`src/pkg/flash_regs_consts.svh`:
```
// Offsets, field positions, reset values and block bounds of the flash control registers
`ifndef FLASH_REGS_CONSTS_SVH
`define FLASH_REGS_CONSTS_SVH
`define ADDR_CTRL_FIRST 16'hff80
`define ADDR_CTRL_SECOND 16'hff81
`define ADDR_BLOCK_SEL 16'hff83
`define ADDR_MODE_MON 16'hff89
`define ADDR_REG_SEL_CTRL 16'hff8f
`define WINDOW_LO 16'hff80
`define WINDOW_HI 16'hff83
`define BIT_PIN_FLAG 7
`define BIT_SW_WE 6
`define BIT_ERASE_VERIFY 3
`define BIT_PROG_VERIFY 2
`define BIT_ERASE_GO 1
`define BIT_PROG_GO 0
`define BIT_ERROR_FLAG 7
`define BIT_ERASE_SETUP 1
`define BIT_PROG_SETUP 0
`define BIT_REG_SELECT 3
`define RESET_BYTE 8'h00
`define NUM_BLOCKS 7
`define BLK_LO {16'hc000, 16'h8000, 16'h1000, 16'h0c00, 16'h0800, 16'h0400, 16'h0000}
`define BLK_HI {16'hedff, 16'hbfff, 16'h7fff, 16'h0fff, 16'h0bff, 16'h07ff, 16'h03ff}
`endif

```
`src/pkg/flash_regs_pkg.sv`:
```
// Types shared by the flash control register block
package flash_regs_pkg;
    typedef logic [7:0] byte_t;
    typedef logic [15:0] addr_t;
    typedef enum {OFF_CTRL_FIRST, OFF_CTRL_SECOND, OFF_BLOCK_SEL, OFF_MODE_MON, OFF_REG_SEL,
        OFF_NONE} reg_off_t;
endpackage : flash_regs_pkg

```
`src/pkg/erase_map_if.sv`:
```
// Carries block selection and target address to the erase map decoder
`timescale 1ns/1ps
`default_nettype none
interface erase_map_if;
    logic [6:0] block_sel;
    logic [15:0] target_addr;
    logic permit;
    modport ctrl (output block_sel, output target_addr, input permit);
    modport map (input block_sel, input target_addr, output permit);
endinterface : erase_map_if
`default_nettype wire

```
`src/hw/erase_block_map.sv`:
```
// Maps a flash address onto its erase block and grants erase only for the selected one
`timescale 1ns/1ps
`default_nettype none
`include "flash_regs_consts.svh"
module erase_block_map (
    erase_map_if.map em
);
    localparam logic [16*`NUM_BLOCKS-1:0] LO = `BLK_LO;
    localparam logic [16*`NUM_BLOCKS-1:0] HI = `BLK_HI;
    logic [`NUM_BLOCKS-1:0] in_block;

    // ****************************************
    // Block address ranges
    // ****************************************
    for (genvar i = 0; i < `NUM_BLOCKS; i++) begin : g_blk
        assign in_block[i] = (em.target_addr >= LO[16*i +: 16])
            && (em.target_addr <= HI[16*i +: 16]);
    end

    // Unselected blocks and addresses outside every block stay erase-protected
    assign em.permit = |(in_block & em.block_sel);
endmodule : erase_block_map
`default_nettype wire

```
`src/hw/flash_program_erase_control_regs.sv`:
```
// Flash program/erase control and status registers on the internal byte bus
`timescale 1ns/1ps
`default_nettype none
`include "flash_regs_consts.svh"
// Operation
// - Sticky error flag, reset-only clear, forces protection
// - Reserved bits read zero, writes ignored
// - Erase setup sets only with pin and software enable
// - Program setup sets only with pin and software enable
// - Block select bits six to zero writable
// - Block select clears on reset, standby, protection
// - Only the selected block may be erased
// - Seven-block address map of the flash
// - Mode monitor reflects the two test pins
// - Register select control resets to zero
// - Select bit maps control registers into window
// - Deselected control registers keep their contents
// - Setup bits clear in standby and protection
// - Software enable writable only with pin flag
// - Second control register resets to zero
// - Byte-wide accesses taking two states
module flash_program_erase_control_regs (
    input wire logic ref_clk,
    input wire logic rst_n,
    input wire logic bus_req,
    input wire logic bus_we,
    input wire flash_regs_pkg::addr_t bus_addr,
    input wire flash_regs_pkg::byte_t bus_wdata,
    output flash_regs_pkg::byte_t bus_rdata,
    output logic bus_ack,
    input wire logic write_enable_pin,
    input wire logic second_mode_pin,
    input wire logic first_mode_pin,
    input wire logic standby,
    input wire logic flash_error,
    input wire flash_regs_pkg::addr_t erase_addr,
    output logic erase_mode,
    output logic program_mode,
    output logic erase_verify_mode,
    output logic program_verify_mode,
    output logic erase_permit,
    output logic error_protect
);
    import flash_regs_pkg::*;

    // ****************************************
    // Pin synchronisers
    // ****************************************
    logic [2:0] pin_meta;
    logic write_enable_pin_flag;
    logic test_pin_two_monitor;
    logic test_pin_one_monitor;

    always_ff @(posedge ref_clk) begin
        if (!rst_n) begin
            pin_meta <= 3'h0;
            write_enable_pin_flag <= 1'b0;
            test_pin_two_monitor <= 1'b0;
            test_pin_one_monitor <= 1'b0;
        end else begin
            pin_meta <= {write_enable_pin, second_mode_pin, first_mode_pin};
            write_enable_pin_flag <= pin_meta[2];
            test_pin_two_monitor <= pin_meta[1];
            test_pin_one_monitor <= pin_meta[0];
        end
    end

    // ****************************************
    // Address decode
    // ****************************************
    logic software_write_enable;
    logic erase_setup_bit;
    logic program_setup_bit;
    logic program_erase_error_flag;
    logic [6:0] erase_block_select;
    logic flash_register_select_bit;
    reg_off_t off;
    logic wr;
    logic any_protect;

    // Window registers vanish from the map while the select bit is low
    function automatic reg_off_t decode(input addr_t a, input logic sel);
        if (sel && a == `ADDR_CTRL_FIRST) return OFF_CTRL_FIRST;
        if (sel && a == `ADDR_CTRL_SECOND) return OFF_CTRL_SECOND;
        if (sel && a == `ADDR_BLOCK_SEL) return OFF_BLOCK_SEL;
        if (a == `ADDR_MODE_MON) return OFF_MODE_MON;
        if (a == `ADDR_REG_SEL_CTRL) return OFF_REG_SEL;
        return OFF_NONE;
    endfunction : decode

    assign off = decode(bus_addr, flash_register_select_bit);
    assign wr = bus_req && bus_we;
    // Hardware protect (pin low), software protect (enable low) or standby
    assign any_protect = !write_enable_pin_flag || !software_write_enable || standby;

    // ****************************************
    // First control register
    // ****************************************
    always_ff @(posedge ref_clk) begin
        if (!rst_n || !write_enable_pin_flag || standby) begin
            software_write_enable <= 1'b0;
        end else if (wr && off == OFF_CTRL_FIRST) begin
            software_write_enable <= bus_wdata[`BIT_SW_WE];
        end
    end

    always_ff @(posedge ref_clk) begin
        if (!rst_n || any_protect) begin
            erase_verify_mode <= 1'b0;
            program_verify_mode <= 1'b0;
        end else if (wr && off == OFF_CTRL_FIRST) begin
            erase_verify_mode <= bus_wdata[`BIT_ERASE_VERIFY];
            program_verify_mode <= bus_wdata[`BIT_PROG_VERIFY];
        end
    end

    // Go bits also drop under error protection so a failed operation stops at once
    always_ff @(posedge ref_clk) begin
        if (!rst_n || any_protect || program_erase_error_flag) begin
            erase_mode <= 1'b0;
            program_mode <= 1'b0;
        end else if (wr && off == OFF_CTRL_FIRST) begin
            erase_mode <= bus_wdata[`BIT_ERASE_GO] && erase_setup_bit;
            program_mode <= bus_wdata[`BIT_PROG_GO] && program_setup_bit;
        end
    end

    // ****************************************
    // Second control register
    // ****************************************
    always_ff @(posedge ref_clk) begin
        if (!rst_n || any_protect || program_erase_error_flag) begin
            erase_setup_bit <= 1'b0;
            program_setup_bit <= 1'b0;
        end else if (wr && off == OFF_CTRL_SECOND) begin
            erase_setup_bit <= bus_wdata[`BIT_ERASE_SETUP];
            program_setup_bit <= bus_wdata[`BIT_PROG_SETUP];
        end
    end

    // Not cleared by standby: only a chip reset leaves error protection
    always_ff @(posedge ref_clk) begin
        if (!rst_n) begin
            program_erase_error_flag <= 1'b0;
        end else if (flash_error && (erase_mode || program_mode)) begin
            program_erase_error_flag <= 1'b1;
        end
    end

    always_ff @(posedge ref_clk) begin
        if (!rst_n) begin
            error_protect <= 1'b0;
        end else begin
            error_protect <= program_erase_error_flag;
        end
    end

    // ****************************************
    // Block select and erase map
    // ****************************************
    always_ff @(posedge ref_clk) begin
        if (!rst_n || any_protect) begin
            erase_block_select <= 7'h00;
        end else if (wr && off == OFF_BLOCK_SEL) begin
            erase_block_select <= bus_wdata[6:0];
        end
    end

    erase_map_if em ();
    assign em.block_sel = erase_block_select;
    assign em.target_addr = erase_addr;
    erase_block_map u_map (.em(em));

    // More than one select bit is the caller's error; the map then allows any of them
    always_ff @(posedge ref_clk) begin
        if (!rst_n) begin
            erase_permit <= 1'b0;
        end else begin
            erase_permit <= em.permit && erase_mode;
        end
    end

    // ****************************************
    // Register select control
    // ****************************************
    always_ff @(posedge ref_clk) begin
        if (!rst_n) begin
            flash_register_select_bit <= 1'b0;
        end else if (wr && off == OFF_REG_SEL) begin
            flash_register_select_bit <= bus_wdata[`BIT_REG_SELECT];
        end
    end

    // ****************************************
    // Read path, answered in the second state
    // ****************************************
    byte_t next_rdata;

    always_comb begin
        next_rdata = `RESET_BYTE;
        case (off)
            OFF_CTRL_FIRST: begin
                next_rdata[`BIT_PIN_FLAG] = write_enable_pin_flag;
                next_rdata[`BIT_SW_WE] = software_write_enable;
                next_rdata[`BIT_ERASE_VERIFY] = erase_verify_mode;
                next_rdata[`BIT_PROG_VERIFY] = program_verify_mode;
                next_rdata[`BIT_ERASE_GO] = erase_mode;
                next_rdata[`BIT_PROG_GO] = program_mode;
            end
            OFF_CTRL_SECOND: begin
                next_rdata[`BIT_ERROR_FLAG] = program_erase_error_flag;
                next_rdata[`BIT_ERASE_SETUP] = erase_setup_bit;
                next_rdata[`BIT_PROG_SETUP] = program_setup_bit;
            end
            OFF_BLOCK_SEL: next_rdata[6:0] = erase_block_select;
            OFF_MODE_MON: next_rdata[1:0] = {test_pin_two_monitor, test_pin_one_monitor};
            OFF_REG_SEL: next_rdata[`BIT_REG_SELECT] = flash_register_select_bit;
            default: next_rdata = `RESET_BYTE;
        endcase
    end

    always_ff @(posedge ref_clk) begin
        if (!rst_n) begin
            bus_ack <= 1'b0;
            bus_rdata <= `RESET_BYTE;
        end else begin
            bus_ack <= bus_req;
            bus_rdata <= (bus_req && !bus_we) ? next_rdata : `RESET_BYTE;
        end
    end

    // ****************************************
    // Checks
    // ****************************************
    a_error_sticky: assert property (@(posedge ref_clk) disable iff (!rst_n)
        program_erase_error_flag |=> program_erase_error_flag ##1 error_protect)
        else $error("error flag dropped without reset");
    a_erase_setup_gate: assert property (@(posedge ref_clk) disable iff (!rst_n)
        $rose(erase_setup_bit) |-> $past(write_enable_pin_flag && software_write_enable))
        else $error("erase setup set without enables");
    a_prog_setup_gate: assert property (@(posedge ref_clk) disable iff (!rst_n)
        $rose(program_setup_bit) |-> $past(write_enable_pin_flag && software_write_enable))
        else $error("program setup set without enables");
    a_block_clear: assert property (@(posedge ref_clk) disable iff (!rst_n)
        (!write_enable_pin_flag || standby) |=> erase_block_select == 7'h00)
        else $error("block select not cleared");
    a_sel_retain: assert property (@(posedge ref_clk) disable iff (!rst_n)
        (!flash_register_select_bit && !any_protect && !program_erase_error_flag)
        |=> $stable(erase_block_select) && $stable(erase_setup_bit) && $stable(program_setup_bit))
        else $error("deselected register changed");
    a_setup_protect: assert property (@(posedge ref_clk) disable iff (!rst_n)
        any_protect |=> !erase_setup_bit && !program_setup_bit)
        else $error("setup bit survived protection");
    a_swe_gate: assert property (@(posedge ref_clk) disable iff (!rst_n)
        $rose(software_write_enable) |-> $past(write_enable_pin_flag))
        else $error("software enable set without pin flag");
    a_two_state_ack: assert property (@(posedge ref_clk) disable iff (!rst_n)
        bus_req |=> bus_ack)
        else $error("access not answered in second state");
    a_reserved_zero: assert property (@(posedge ref_clk) disable iff (!rst_n)
        (bus_req && !bus_we && off == OFF_MODE_MON) |=> bus_rdata[7:2] == 6'h00)
        else $error("reserved monitor bits not zero");
    a_erase_permit: assert property (@(posedge ref_clk) disable iff (!rst_n)
        erase_permit |-> $past(erase_block_select != 7'h00 && erase_mode))
        else $error("erase permitted without selected block");

    c_erase_go: cover property (@(posedge ref_clk) disable iff (!rst_n)
        erase_setup_bit ##[1:20] erase_mode);
    c_prog_go: cover property (@(posedge ref_clk) disable iff (!rst_n)
        program_setup_bit ##[1:20] program_mode);
    c_error: cover property (@(posedge ref_clk) disable iff (!rst_n) $rose(error_protect));
    c_permit: cover property (@(posedge ref_clk) disable iff (!rst_n) erase_permit);
endmodule : flash_program_erase_control_regs
`default_nettype wire

```
`config.mk`:
```
export PLATFORM = sky130hd
export DESIGN_NAME = flash_program_erase_control_regs
export DESIGN_NICKNAME = d
export VERILOG_FILES = /design/src/pkg/flash_regs_pkg.sv /design/src/pkg/erase_map_if.sv /design/src/hw/erase_block_map.sv /design/src/hw/flash_program_erase_control_regs.sv
export VERILOG_INCLUDE_DIRS = /design/src /design/src/pkg
export SDC_FILE = /design/constraint.sdc
export NUM_CORES = 1
export LEC_CHECK = 0
export BUFFER_PORTS_ARGS = -buffer_cell sky130_fd_sc_hd__buf_2
export CORE_MARGIN = 4
export CORE_UTILIZATION = 45
export DETAILED_ROUTE_END_ITERATION = 10
export HOLD_SLACK_MARGIN = 0.02
export PLACE_DENSITY_LB_ADDON = 0.08
export SETUP_SLACK_MARGIN = 0.2
export SLEW_MARGIN = 30
export SYNTH_ARGS = -nofsm -noshare
export SYNTH_HDL_FRONTEND = slang
export SYNTH_SLANG_ARGS = --single-unit
```
`constraint.sdc`:
```
create_clock -name ref_clk -period 3.25 [get_ports ref_clk]
set_clock_uncertainty 0.15 [all_clocks]
set_input_delay 0.325 -clock ref_clk [delete_from_list [all_inputs] [get_ports ref_clk]]
set_output_delay 0.325 -clock ref_clk [all_outputs]
set_load 0.1 [all_outputs]
```
==> results of run 1 <==
-- critical path, cell delays in order, from the launching register on --
cell      delay, ns
dfxtp_1        0.40
nor3b_1        0.53
nor3b_1        0.61
nand4_1        0.16
a211oi_1       0.26
-- power by group through the flow --
stage / Clock, W / Combinational [W] / Sequential, W
floorplan: 0 / 0.0000209 / 0.000423
global placement: 0 / 0.0000543 / 0.000419
detailed placement: 0 / 0.0000557 / 0.000419
CTS: 0.000224 / 0.0000569 / 0.000409
global route: 0.000239 / 0.0000627 / 0.000410
finish: 0.000217 / 0.0000568 / 0.000409
-- Yosys cell counts (2+ instances only) --
cell type,count,area [sq um]
a31oi_1,3,18.8
and2_1,11,68.8
o21ai_0,11,55.1
nor3_1,5,25.0
clkbuf_1,5,18.8
o21ai_1,4,20.0
and3_1,3,18.8
nand3_1,17,85.1
nand3b_1,2,15.0
o21a_1,2,15.0
or2_2,3,18.8
nor2_1,2,7.51
nand4_1,8,50.1
dfxtp_1,33,661
mux2i_1,2,20.0
nand2_1,7,26.3
nor3b_1,2,15.0
or3_1,3,18.8
nor2b_1,4,25.0
a21oi_1,20,100
-- per-layer routing --
| layer | vias to the layer above | track usage, % | wire [um] |
|---|---|---|---|
| met3 | 9 | 4.79 | 306 |
| li1 | 735 | - | - |
| met1 | 694 | 26.0 | 1710 |
| met5 | - | 0 | 0 |
| met2 | 57 | 33.8 | 1970 |
| met4 | 0 | 8.55 | 78 |
-- cell families (layout without fill, tap and decap cells) --
family                 Yosys count  count (layout)  synth area share [%]
AND/OR/NAND/NOR                 76              76                  31.9
AO/OA/AOI/OAI                   46              46                  17.3
flip-flops                      33              33                  44.6
buffers and inverters            8              63                  2.62
multiplexers                     4               4                  3.63
-- stage by stage --
step                      power [W]  util (%)  setup WS (ns)
after floorplan            0.000444         -           1.13
after global placement     0.000473      57.0          0.971
after detailed placement   0.000474      57.0          0.923
after CTS                  0.000690      58.9           1.09
after global routing       0.000712      58.9          0.820
final                      0.000683      58.9           1.08
-- area by class of cell --
class	count	share of cell area, %
clock buffer	8	2.67
inverter	1	0.205
multi-input combinational	126	42.9
sequential	33	36.2
tap	44	3.01
timing repair buffer	54	15.1
-- placed cells by master, fill, tap and decap left out, drive strengths merged, types with 4 or more instances in the layout --
master,count
nand4,8
o21ai,15
nand3,17
dfxtp,33
nand2,7
buf,53
nor3,5
clkbuf,8
nor2b,4
and2,11
a21oi,20
-- worst paths after layout --
path,start,cells after the start,to
setup / recovery,flash_register_select_bit,4,software_write_enable
hold / removal,erase_addr[15],2,erase_permit
setup reg to reg,flash_register_select_bit,4,software_write_enable
hold reg to reg,pin_meta[0],1,test_pin_one_monitor
-- repair_timing --
item                       CTS  global route
setup endpoints to repair    0             0
hold buffers                 1             0
hold endpoints to repair     1             0
==> out/metrics.yaml, run 1 <==
critical_path:
  critical_path_arrival_ns: 2.28
  timing.critical_path.from_type: "flip-flop"
  worst-r2r-setup-slack_ns: 1.08
  critPathRequiredTime_ns: 3.36
  critPathMaxFanout: 5
  path_class: "reg2reg"
  crit_path_end_kind: "flip-flop"
power:
  seq_power_share_pct: 59.9
  cellPowerDensity_nw_per_um2: 374
  power_frac_clock_pct: 31.8
  switching_power_w: 0.000163
  internal_power_w: 0.000520
  power.ir.vdd_worst_v: 0.000233
  power.static_leakage_nw: 0.679
  power.switching_fraction_pct: 23.9
  pwr-share-comb_pct: 8.3
timing:
  hold_slack_ns: 0.0314
  normalized_max_slew_margin_pct: 57.8
  setup_violations: 0
  finalHoldViolations: 0
  tightestPinTransition_ns: 0.627
  final.period_utilization_pct: 66.9
  max_clock_freq_ghz: 0.460
  finalSetupTns_ns: 0
  timing.final.crit_period_ns: 2.17
  grt_setup_unrepaired: "no"
  report.final.slew_viol_count: 0
clock_tree:
  cts-root-buf: "clkbuf_4"
  post_cts.repair.setup_buffers: 0
  cts.reportedPaths.clkPinSlew_ns: 0.10
  total_clock_sinks: 33
  cts_resized: 0
  cts-htree-levels: 2
  clk_latency_ns: 0.34
  cts_tree: "built"
  cts_buffers: 5
  clock_tree.buffer_depth: 2
routing:
  drt_pass1_iterations: 4
  avgRoutedWirePerCell_um: 15.3
  final_antenna_net_count: 0
  vias: 1495
  drt-initial-drc-count: 96
  drc: 0
  detail_route.vias_per_cell: 5.62
  wl_um: 4070
global_routing:
  grt_pass1_wl_um: 6600
  number_of_global_route_vias_before_repair: 1419
  gr-usage-all-layers_pct: 20.6
  antenna_violations_before_repair: 0
  global_route.overflow_total: 0
  grt_start_max_net_pins: 15
placement:
  routabilityCongestion: 0.900
  dp.final_hpwl_um: 3150
  placed_area_sq_um: 1770
  placed_cells: 257
  port_buffers: 53
logic_synthesis:
  yosysUniqueCellTypes: 40
  ys_seq_elements: 33
  yosys_warnings: 0
  synth_nets: 216
  synth-edff-count: 0
  asyncSetResetFlopFracSynth_pct: 0
  synth_flop_cell: "dfxtp_1"
  synth.yosys.seq_area_share_pct: 44.6
  syn_avg_cell_area_sq_um: 8.88
  cell_count_after_synthesis: 167
  syn-cell-area_sq_um: 1480
cells_and_area:
  largest_reg_flops: 8
  layout.nets: 270
  num_antenna_cells: 0
  final.fill_count: 309
  final_design_area_no_fill_sq_um: 1830
  multi_input_area_sq_um: 783
  final-instance-count-excl-fill: 266
  register_with_the_most_flip_flops: "bus_rdata"
  area.sequential_sq_um: 661
  layout-drive-gt1-share_pct: 30.2
  flow.area_growth_from_synthesis_pct: 23.2
status:
  run_status: "completed"
floorplanning:
  floorplan.initialDensity_pct: 47.8
  die-width_um: 65.4
  floorplan.rows: 20
  placeableCoreArea_sq_um: 3100
  die_height_um: 65.4
  ios: 64
  die_area_sq_um: 4280
flow_run:
  maxcap_violations: 0
hold_path:
  worst_hold_path_type: "in2reg"
(Power assumes the default switching activity.)
==> inputs of run 2 (changes only) <==
--- a/config.mk
+++ b/config.mk
@@ -6,6 +6,7 @@
 export SDC_FILE = /design/constraint.sdc
 export NUM_CORES = 1
 export LEC_CHECK = 0
+export ABC_AREA = 1
 export BUFFER_PORTS_ARGS = -buffer_cell sky130_fd_sc_hd__buf_2
 export CORE_MARGIN = 4
 export CORE_UTILIZATION = 45
==> constraint.sdc (replaced) <==
create_clock -name ref_clk -period 2.2 [get_ports ref_clk]
set_clock_uncertainty 0.15 [all_clocks]
set_input_delay 0.22 -clock ref_clk [delete_from_list [all_inputs] [get_ports ref_clk]]
set_output_delay 0.22 -clock ref_clk [all_outputs]
set_load 0.1 [all_outputs]
==> run 2 against run 1 <==
  * Die area grew 1.0%
  * Worst hold slack about the same
  * First-iteration DRC count fell by 31%
  * Highest routed layer unchanged
==> out/metrics.yaml, run 2 <==
status:
  run_status: "completed"
cells_and_area:
  largest_reg_flops: 8  # unchanged
  layout.cells.most_common: "buf_2"
  register_with_the_most_flip_flops: "bus_rdata"
  area.sequential_sq_um: 661  # unchanged
  flow.area_growth_from_synthesis_pct: 31.2
  final.fill_count: 310  # +0.32%
  layout.nets: 322  # +19%
  final_cell_mix: "buf_2, nand2_1, dfxtp_1, inv_1, nor2_1"
  num_antenna_cells: 0  # unchanged
  multi_input_area_sq_um: 701  # -11%
  layout-drive-gt1-share_pct: 26.7  # -3.4 points
logic_synthesis:
  yosys_warnings: 0  # unchanged
  yosysUniqueCellTypes: 25  # -38%
  synth_most_common_cell: "nand2_1"
  synth_flop_cell: "dfxtp_1"
  syn_avg_cell_area_sq_um: 7.35  # -17%
  asyncSetResetFlopFracSynth_pct: 0  # unchanged
  syn-cell-area_sq_um: 1500  # +1.2%
  post-synth-top-area-cell: "dfxtp_1"
  synth-edff-count: 0  # unchanged
  ys_seq_elements: 33  # unchanged
  yosys-top-cells-area: "dfxtp_1, nand2_1, inv_1"
  synth.cells.most_frequent: "nand2_1, dfxtp_1, inv_1"
  synth_nets: 253  # +17%
  synth.yosys.seq_area_share_pct: 44.0  # -0.52 points
  cell_count_after_synthesis: 204  # +22%
  netlist.area_leader.share_pct: 44.0  # -0.52 points
critical_path:
  r2r.worst_path.cells: 7  # +3
  timing.critical_path.from_type: "input port"
  rr_startpoint: "flash_register_select_bit"
  worst-r2r-setup-slack_ns: 0.61  # -0.47 ns
  timing.critical_path.slowest_cell_delay_ns: 0.53  # -0.08 ns
  crit_path_end_kind: "flip-flop"
  timing.critical_path.buf_inv: 3  # +3
  cpMaxStageDelayCell: "dlygate4sd3_1"
  worst_r2r_endpoint: "em.block_sel[6]"
  critPathMaxFanout: 14  # +9
  path_class: "in2reg"
  critPathRequiredTime_ns: 2.26  # -1.10 ns
  cp.depth: 7  # +3
  crit_path_cell_chain: "dlygate4sd3_1 > buf_2 > nand2_1 > inv_1 > nand2_2 > o21ai_0 > a21oi_1"
  cp_top_family: "buffers and inverters"
  critical_path_arrival_ns: 1.70  # -0.58 ns
timing:
  timing.final.crit_period_ns: 1.63
  finalHoldViolations: 0  # unchanged
  max_clock_freq_ghz: 0.613
  grt_setup_unrepaired: "no"
  tightestPinTransition_ns: 0.489  # -0.138 ns
  final.period_utilization_pct: 74.1
  hold_slack_ns: 0.0318  # +0.000447 ns
  setup_ws_ns: 0.569  # -0.508 ns
  finalSetupTns_ns: 0  # unchanged
  normalized_max_slew_margin_pct: 67.6  # +9.8 points
  report.final.slew_viol_count: 0  # unchanged
  setup_violations: 0  # unchanged
placement:
  dp.final_hpwl_um: 2680  # -15%
  port_buffers: 53  # unchanged
  dp_worst_setup_slack_ns: 0.559  # -0.364 ns
  routabilityCongestion: 0.838  # -6.9%
power:
  cellPowerDensity_nw_per_um2: 527  # +41%
  power.ir.vdd_worst_v: 0.000373  # +61%
  power.static_leakage_nw: 0.988  # +45%
floorplanning:
  floorplan.rows: 20  # unchanged
  floorplan.initialDensity_pct: 48.0  # +0.18 points
  placeableCoreArea_sq_um: 3130  # +0.81%
  die_height_um: 65.7  # +0.52%
  ios: 64  # unchanged
  die_area_sq_um: 4320  # +1.0%
  die-width_um: 65.7  # +0.52%
hold_path:
  timing.hold.worst_path_depth: 3  # +1
  min_delay_worst_endpoint: "em.block_sel[4]"
  worst_hold_path_type: "in2reg"
  worstHoldStart: "bus_wdata[4]"
clock_tree:
  cts_buffers: 5  # unchanged
  cts-root-buf: "clkbuf_4"
  cts_tree: "built"
  clk_latency_ns: 0.32  # -0.02 ns
  post_cts.repair.setup_buffers: 0  # unchanged
  total_clock_sinks: 33  # unchanged
  clock_tree.buffer_depth: 2  # unchanged
  cts.reportedPaths.clkPinSlew_ns: 0.09  # about the same
  cts-htree-levels: 2  # unchanged
routing:
  avgRoutedWirePerCell_um: 10.5  # -31%
  final_antenna_net_count: 0  # unchanged
  drt-initial-drc-count: 66  # -31%
  detail_route.vias_per_cell: 4.64  # -17%
  drt_pass1_iterations: 4  # unchanged
  drc: 0  # unchanged
  vias: 1470  # -1.7%
  wl_um: 3330  # -18%
global_routing:
  global_route.overflow_total: 0  # unchanged
  number_of_global_route_vias_before_repair: 1369  # -3.5%
  antenna_violations_before_repair: 0  # unchanged
  grt_start_max_net_pins: 15  # unchanged
  gr-usage-all-layers_pct: 17.6  # -3.0 points
  grt_pass1_wl_um: 5820  # -12%
flow_run:
  maxcap_violations: 0  # unchanged
[run 2: cell count changes in the layout (fill, tap and decap cells not counted), sizes merged, moves of 4 or more]
cell         before  now
and2             11    0
a21oi            20    9
nand2             7   39
inv               1   32
nor2              2   36
dlygate4sd3       1   10
nor2b             4    0
[run 2: kinds of logic after synthesis]
logic type | count (synthesis) | share of synthesized area [%]
AND/OR/NAND/NOR | 105 | 35.7
AO/OA/AOI/OAI | 31 | 11.0
buffers and inverters | 35 | 9.26
flip-flops | 33 | 44.0
[run 2: worst reg2reg max path, stage by stage (launching register included)]
cell	delay (ns)
dfxtp_1	0.37
nand2_2	0.08
nor2_4	0.15
nand2_4	0.10
nor3_4	0.19
nand2_2	0.20
o21ai_0	0.19
a21oi_1	0.05
[run 2: through the flow]
| stage | utilization [%] | total power (W) | std cells | area, sq um |
|---|---|---|---|---|
| 2_1_floorplan | - | 0.000657 | 204 | 1500 |
| 3_3_place_gp | 58.0 | 0.000705 | 300 | 1810 |
| 3_5_place_dp | 58.0 | 0.000706 | 300 | 1810 |
| 4_1_cts | 62.9 | 0.00105 | 317 | 1970 |
| 5_1_grt | 62.9 | 0.00109 | 317 | 1970 |
| 6_report | 62.9 | 0.00104 | 317 | 1970 |
[run 2: worst max path at each step]
stage | from | to
6_report | bus_req | em.block_sel[6]
5_1_grt | bus_req | em.block_sel[6]
4_1_cts | bus_req | em.block_sel[2]
3_5_place_dp | bus_addr[3] | em.block_sel[2]
3_3_place_gp | bus_addr[3] | em.block_sel[4]
2_1_floorplan | erase_mode | bus_rdata[1]
[run 2: repair_timing]
item | CTS | global route
endpoints found under the hold margin | 9 | 0
hold buffers | 10 | 0
resized for setup | 0 | 0
[run 2: cell type report]
type / instances / share of cell area, %
clock buffers: 7 / 2.80
inverters: 33 / 6.29
multi-input cells: 136 / 35.6
flip-flops and latches: 33 / 33.6
well taps: 44 / 2.80
repair buffers: 64 / 18.9
[run 2: report_power, final]
part           switching (W)  internal (W)
Clock               0.000181      0.000151
Combinational      0.0000542     0.0000466
Sequential        0.00000160      0.000603
[run 2: layer usage]
layer	GRT usage, %	wire length (um)
met1	22.4	1520
met5	0	0
met3	4.62	171
met4	6.99	42
met2	28.3	1600
